`config.mk`:
```
export PLATFORM = sky130hd
export DESIGN_NAME = adpc_top
export DESIGN_NICKNAME = d
export VERILOG_FILES = /design/src/design/adpc_pkg.sv /design/src/design/adpc_top.sv
export SDC_FILE = /design/constraint.sdc
export NUM_CORES = 1
export LEC_CHECK = 0
export BUFFER_PORTS_ARGS = -buffer_cell sky130_fd_sc_hd__buf_2
export CAP_MARGIN = 20
export CORE_ASPECT_RATIO = 1.2
export CORE_MARGIN = 1
export CORE_UTILIZATION = 41
export CTS_CLUSTER_DIAMETER = 50
export DETAILED_ROUTE_END_ITERATION = 8
export GPL_TIMING_DRIVEN = 0
export HOLD_SLACK_MARGIN = 0.12
export PLACE_DENSITY_LB_ADDON = 0.15
export SLEW_MARGIN = 20
export SYNTH_ARGS = -nofsm -noshare
export SYNTH_HDL_FRONTEND = slang
export SYNTH_SLANG_ARGS = --single-unit
export TNS_END_PERCENT = 20
```
`constraint.sdc`:
```
create_clock -name ref_clk -period 1.4 [get_ports ref_clk]
set_clock_uncertainty 0.2 [all_clocks]
set_input_delay 0 -clock ref_clk [delete_from_list [all_inputs] [get_ports ref_clk]]
set_output_delay 0 -clock ref_clk [all_outputs]
set_load 0.03 [all_outputs]
```
`src/design/adpc_pkg.sv`:
```
// Purpose: Constants for the address and data pin control block
// Assumes: APB with 32-bit data, one register per aligned word
// Notes:   Register indices are scaled by four into byte addresses
package adpc_pkg;

  // Register indices and byte addresses
  localparam logic [7:0] ADPC_IDX_PIN_CTRL2 = 8'h15;
  localparam logic [7:0] ADPC_IDX_PIN_CTRL3 = 8'h16;
  localparam logic [7:0] ADPC_ADDR_PIN_CTRL2 = 8'(ADPC_IDX_PIN_CTRL2 * 4);
  localparam logic [7:0] ADPC_ADDR_PIN_CTRL3 = 8'(ADPC_IDX_PIN_CTRL3 * 4);

  // Field positions in pin control register 2
  localparam int ADPC_A20_ROM1_BIT = 1;

  // Field positions in pin control register 3
  localparam int ADPC_DRAM_BIT  = 7;
  localparam int ADPC_IO_BIT    = 6;
  localparam int ADPC_CLAMP_BIT = 3;
  localparam int ADPC_HOLD_BIT  = 2;

  // Reset values
  localparam logic       ADPC_SEL_RST  = 1'b0;
  localparam logic [8:0] ADPC_ADDR_RST = 9'h000;
  localparam logic [15:0] ADPC_DATA_RST = 16'h0000;

  // Cycle class seen at the pins
  typedef enum logic [1:0] {
    ADPC_CYC_OTHER,
    ADPC_CYC_ROM1,
    ADPC_CYC_DRAM,
    ADPC_CYC_IO
  } adpc_cyc_t;

endpackage

```
`src/design/adpc_top.sv`:
```
// Purpose: Address and data pin behaviour control with APB registers
// Assumes: All inputs synchronous to ref_clk; one cycle class at a time
// Notes:   Pin outputs are registered, one ref_clk behind their inputs
//
// Notes on behaviour
// - ROM1 A20: mapper or latched address
// - A20 ROM1 select resets cleared
// - DRAM A[19:12]: mapper or latched address
// - I/O A[19:16]: low or latched address
// - Idle data: float or hold last
// - Pin control registers at indices 15H and 16H
// - Reserved bits read zero, no effect
//
// The APB slave port is this design's own decision.
`timescale 1ns/1ps

module adpc_top
  import adpc_pkg::*;
#(
  parameter int AW = 8
) (
  // Clock, reset, enable
  input  wire logic          ref_clk,
  input  wire logic          sys_rst,
  input  wire logic          clk_en,
  // APB slave
  input  wire logic          psel,
  input  wire logic          penable,
  input  wire logic          pwrite,
  input  wire logic [AW-1:0] paddr,
  input  wire logic [31:0]   pwdata,
  input  wire logic [3:0]    pstrb,
  output logic               pready,
  output logic [31:0]        prdata,
  output logic               pslverr,
  // Bus cycle status from the core
  input  wire logic          cyc_rom1,
  input  wire logic          cyc_dram,
  input  wire logic          cyc_io,
  input  wire logic          cyc_done,
  input  wire logic          stop_mode,
  input  wire logic [20:12]  core_addr,
  input  wire logic [15:0]   core_data,
  input  wire logic          core_data_oe,
  // Pins
  output logic [20:12]       pin_addr,
  output logic [15:0]        pin_data_o,
  output logic               pin_data_oe
);

  ////////////////////////////////////////////////////////////////////////
  // Register access

  logic a20_rom1_latch_select_q;
  logic upper_addr_dram_latch_select_q;
  logic io_upper_addr_latch_select_q;
  logic stop_mode_data_clamp_enable_q;
  logic idle_data_bus_hold_enable_q;
  logic [20:12] addr_latch_q;
  logic [20:12] addr_d;
  logic [15:0]  last_data_q;
  logic [15:0]  data_d;
  logic         data_oe_d;
  logic         wr_en;
  logic         hit2;
  logic         hit3;
  adpc_cyc_t    cyc;

  function automatic logic addr_hit(input logic [AW-1:0] a, input logic [7:0] b);
    addr_hit = (a == AW'(b));
  endfunction

  assign hit2    = addr_hit(paddr, ADPC_ADDR_PIN_CTRL2);
  assign hit3    = addr_hit(paddr, ADPC_ADDR_PIN_CTRL3);
  assign pready  = clk_en;
  assign pslverr = psel && penable && !(hit2 || hit3);
  assign wr_en   = clk_en && psel && penable && pwrite && pstrb[0];

  always_ff @(posedge ref_clk) begin
    if (sys_rst) begin
      a20_rom1_latch_select_q <= ADPC_SEL_RST;
    end else if (wr_en && hit2) begin
      a20_rom1_latch_select_q <= pwdata[ADPC_A20_ROM1_BIT];
    end
  end

  always_ff @(posedge ref_clk) begin
    if (sys_rst) begin
      upper_addr_dram_latch_select_q <= ADPC_SEL_RST;
      io_upper_addr_latch_select_q   <= ADPC_SEL_RST;
      stop_mode_data_clamp_enable_q  <= ADPC_SEL_RST;
      idle_data_bus_hold_enable_q    <= ADPC_SEL_RST;
    end else if (wr_en && hit3) begin
      upper_addr_dram_latch_select_q <= pwdata[ADPC_DRAM_BIT];
      io_upper_addr_latch_select_q   <= pwdata[ADPC_IO_BIT];
      stop_mode_data_clamp_enable_q  <= pwdata[ADPC_CLAMP_BIT];
      idle_data_bus_hold_enable_q    <= pwdata[ADPC_HOLD_BIT];
    end
  end

  always_comb begin
    prdata = 32'h0000_0000;
    if (hit2) begin
      prdata[ADPC_A20_ROM1_BIT] = a20_rom1_latch_select_q;
    end else if (hit3) begin
      prdata[ADPC_DRAM_BIT]  = upper_addr_dram_latch_select_q;
      prdata[ADPC_IO_BIT]    = io_upper_addr_latch_select_q;
      prdata[ADPC_CLAMP_BIT] = stop_mode_data_clamp_enable_q;
      prdata[ADPC_HOLD_BIT]  = idle_data_bus_hold_enable_q;
    end
  end

  ////////////////////////////////////////////////////////////////////////
  // Address pins

  always_comb begin
    if (cyc_rom1) begin
      cyc = ADPC_CYC_ROM1;
    end else if (cyc_dram) begin
      cyc = ADPC_CYC_DRAM;
    end else if (cyc_io) begin
      cyc = ADPC_CYC_IO;
    end else begin
      cyc = ADPC_CYC_OTHER;
    end
  end

  always_comb begin
    addr_d = core_addr;
    case (cyc)
      ADPC_CYC_ROM1: begin
        addr_d[20] = a20_rom1_latch_select_q ? addr_latch_q[20] : core_addr[20];
      end
      ADPC_CYC_DRAM: begin
        if (upper_addr_dram_latch_select_q) begin
          addr_d[19:12] = addr_latch_q[19:12];
        end
      end
      ADPC_CYC_IO: begin
        addr_d[19:16] = io_upper_addr_latch_select_q ? addr_latch_q[19:16] : 4'h0;
      end
      default: begin
        addr_d = core_addr;
      end
    endcase
  end

  always_ff @(posedge ref_clk) begin
    if (sys_rst) begin
      pin_addr <= ADPC_ADDR_RST;
    end else if (clk_en) begin
      pin_addr <= addr_d;
    end
  end

  always_ff @(posedge ref_clk) begin
    if (sys_rst) begin
      addr_latch_q <= ADPC_ADDR_RST;
    end else if (clk_en && cyc_done) begin
      addr_latch_q <= pin_addr;
    end
  end

  ////////////////////////////////////////////////////////////////////////
  // Data pins

  always_comb begin
    data_d    = last_data_q;
    data_oe_d = 1'b0;
    if (core_data_oe) begin
      data_d    = core_data;
      data_oe_d = 1'b1;
    end else if (stop_mode) begin
      data_d    = ADPC_DATA_RST;
      data_oe_d = stop_mode_data_clamp_enable_q;
    end else begin
      data_oe_d = idle_data_bus_hold_enable_q;
    end
  end

  always_ff @(posedge ref_clk) begin
    if (sys_rst) begin
      last_data_q <= ADPC_DATA_RST;
    end else if (clk_en && core_data_oe) begin
      last_data_q <= core_data;
    end
  end

  always_ff @(posedge ref_clk) begin
    if (sys_rst) begin
      pin_data_o  <= ADPC_DATA_RST;
      pin_data_oe <= 1'b0;
    end else if (clk_en) begin
      pin_data_o  <= data_d;
      pin_data_oe <= data_oe_d;
    end
  end
endmodule

```
==> results.md <==
* YS warnings at 0
* Die height at 90.90 µm
* Multi-input logic area at 0.001401 mm²
* Core Util, Final at 61.46%
* Pre-Repair DR Iteration Count at 4
* Mux share of post-synthesis cell area at 2.595%
* WHS Endpoint: a20_rom1_latch_select_q$_SDFFE_PP0P_
* Main flop type after synthesis: dfxtp_1
* Slowest CP cell: or4b_4
* Core Region at 0.006406 mm²
* Synth Area in Adders at 0%
* Nets@finish at 578
* Die area at 0.006915 mm²
* Critical R2R Capture: pin_addr[18]$_SDFFE_PP0P_
* Hold path start: paddr[7]
* Max-cap violations at 0
* Critical Path AT at 1200 ps
* Synth Area in Compound Gates at 17.93%
* Final setup viols at 0
* Grt total ovfl at 0
* WL/cell at 13.20 µm
* Combinational power share at 22.5%
* Final setup margin at 3.864 ps
* Clock slew at reported path FFs at 100 ps
* Worst-Margin Slew at 551.5 ps
* Via density at 4.911
* WS Path Type: primary input to primary output
* CP Buf/Inv Count at 2
* Met3 Routed Length at 403 µm
* Worst VDD drop at 0.0006941 V
* R2R Setup Slk at 80 ps
* Tmin final at 1396 ps
* Max Fclk at 0.7163 GHz
* WHS at 21.31 ps
* Clock Latency Late Sink at 310 ps
* First-pass GRT wire length at 12640 µm
* Syn Area/Cell at 8.012 µm²
* RR Startpoint: io_upper_addr_latch_select_q$_SDFFE_PP0P_
* Ranking of synthesized cells by area: dfxtp_1 (42%), a21oi_1 (8.3%), buf_4 (8.1%)
* Met2 routed WL at 3780 µm
* Dpl hpwl at 5253 µm
* Fillers at 609
* Simple logic cell fraction of the synthesized area at 26.00%
* Largest family of logic cells by synthesized area: simple AND/OR/NAND/NOR gates
* Layout cell share with drive strength beyond 1 at 26.10%
* Final period util at 99.72%
* RSZ-0062 raised after global routing: yes
* Worst R2R Path Depth at 4
* Largest net degree at the start of global routing at 18
* CP Capture Type: primary output
* Gr usage total at 22.84%
* Via count at 2863
* Sequential share of power at 47.9%
* I/O pins at 141
* Gp weighted congestion at 0.8280
* TritonCTS Sinks at 56
* Area Growth Syn to Fin at 45.83%
* Delay-heaviest family, CP: simple AND/OR/NAND/NOR gates
* CTS max path bufs at 2
* Rows at 32
* Die Wd at 76.08 µm
* Initial antenna violation count at 0
* M1 wire length at 3314 µm
* Pre-CTS setup slack at -245.8 ps
* Post-synth EDFFs at 0
* Switching portion of total power at 29.41%
* Cell accounting for the most synthesized area: dfxtp_1
* Async SR Flop Fraction at 0%
* CP cell instances: buf_2, or4b_4, nor3b_2, and4b_1, buf_6
* Worst min path class: primary input to register
* Final WL at 7696 µm
* Crit path max fanout at 3
* Post-Syn Instances at 337
* Initial core utilization at 42.15%
* CTS Buf Count at 5
* Root buffer cell: clkbuf_8
* Power per Cell Area at 908.3 mW/mm²
* Clock Power Share at 29.6%
* Seq/Total Area, Yosys at 41.52%
* Vias in the first global route at 2733
* Data required time of the worst path at 1200 ps
* Final Hold Violating Endpoints at 0
* Internal at 2.525 mW
* FF/Latch Area at 0.001125 mm²
* CTS tree: done
* Type of origin of the critical path: primary input
* Drt drc at 0
* Post-route setup TNS at 0 ps
* Synth cell types at 28
* Mapped Area at 0.002700 mm²
* Drt initial violations at 127
* Outcome: complete, no violations
* Final Slew Violations at 0
* Inserted Diodes at 0
* Lkg Pwr at 1.665 nW
* Routed Antenna Nets at 0
* Post-synthesis xor/xnor area fraction at 0.3244%
* Yosys reg bits at 56
* H-tree Lvls at 2
* Highest metal used: met4
* IO Port Bufs at 80
* Synth top area share at 41.52%
* NetSw at 1.052 mW
* Relative slew slack at 63.23%
* Hold Crit Depth at 5
* Max incr delay on CP at 560 ps
## timing repair
item,in CTS,in global routing
buffers inserted,1,0
endpoints found under the hold margin,55,9
resized for setup,7,10
setup endpoints to repair,7,21
pin swaps,2,0
gates cloned,0,0
hold buffers,44,2
## layout by cell type, fill, tap and decap left out, types with 3 or more instances in the layout
master and count:
buf_2 78, dfxtp_1 55, nand2_1 54, dlygate4sd3_1 46, a21oi_1 44, buf_4 32
nor2_1 28, conb_1 27, clkbuf_1 21, a211oi_1 18, nor3b_1 16, nand2b_1 11
nand3_1 11, mux2i_1 7, a311oi_1 7, and2_1 5, clkbuf_8 5, o21ai_0 4
nand3b_1 3
## logic make-up (layout without fill, tap and decap cells)
logic type,after synthesis,count (layout)
muxes,7,7
AOI/OAI and AO/OA,79,79
DFF,56,56
buffers and inverters,53,188
and+or+nand+nor,140,140
xor gates and xnor gates,1,1
other,1,27
## power groups by stage
stage,clock network (mW),registers [mW],logic (mW)
after floorplan,0,1.84,0.389
after global placement,0,1.75,0.686
after detailed placement,0,1.75,0.693
after CTS,1.08,1.71,0.791
after global routing,1.14,1.72,0.866
final,1.06,1.71,0.805
## synthesized netlist by cell type (2+ instances only)
| library cell | n |
|---|---|
| a211o_1 | 2 |
| o21ai_0 | 4 |
| dfxtp_1 | 56 |
| mux2i_1 | 7 |
| and2_1 | 5 |
| buf_4 | 29 |
| buf_2 | 2 |
| nor2_1 | 29 |
| a21oi_1 | 45 |
| nand2b_1 | 11 |
| a211oi_1 | 18 |
| a311oi_1 | 7 |
| or4bb_1 | 2 |
| o2111ai_1 | 2 |
| nand3_1 | 11 |
| nand3b_1 | 3 |
| nand2_1 | 56 |
| clkbuf_1 | 22 |
| nor3b_1 | 17 |
## worst min-delay path, cell delays in order
cell and delay, ps:
buf_2 100, or4bb_1 160, nor4_4 60, mux2i_1 100
nor2_1 70
## registers in the layout, indices dropped and copies added (netlist names)
| register | count |
|---|---|
| a20_rom1_latch_select_q | 1 |
| addr_latch_q | 9 |
| idle_data_bus_hold_enable_q | 1 |
| io_upper_addr_latch_select_q | 1 |
| last_data_q | 16 |
| pin_addr | 9 |
| pin_data_o | 16 |
| pin_data_oe | 1 |
| stop_mode_data_clamp_enable_q | 1 |
| upper_addr_dram_latch_select_q | 1 |
## how the worst max path moves through the flow
| stage | start | cells past startpoint | slack (ps) | to |
|---|---|---|---|---|
| after CTS | paddr[5] | 5 | 0.4 | prdata[1] |
| after global routing | paddr[5] | 5 | -70 | prdata[1] |
| after global placement | clk_en | 6 | -230 | last_data_q[13]$_SDFFE_PP0P_ |
| after floorplan | paddr[1] | 3 | -4 | prdata[1] |
| final | paddr[5] | 5 | 4 | prdata[1] |
| after detailed placement | clk_en | 6 | -250 | last_data_q[13]$_SDFFE_PP0P_ |
## layout make-up
type | instances | share of cell area, %
Sequential cell | 56 | 28.57
Multi-Input combinational cell | 254 | 35.59
Clock buffer | 5 | 1.748
Buffer | 53 | 7.912
Tap cell | 85 | 2.701
Timing Repair Buffer | 127 | 22.40
Clock inverter | 3 | 1.080
## per-layer routing
metal / global-route usage (%) / up-vias
met3: 3.333 / 17
met4: 8.654 / 0
li1: - / 1425
met2: 41.06 / 100
met1: 27.27 / 1321
met5: 0 / -
## per-stage QoR
stage	total power, mW	instances	cell area, µm²
2_1_floorplan	2.232	363	2811
3_5_place_dp	2.445	528	3318
4_1_cts	3.586	581	3901
6_report	3.577	583	3938
3_3_place_gp	2.435	528	3318
5_1_grt	3.726	583	3938
(Power assumes the default switching activity.)
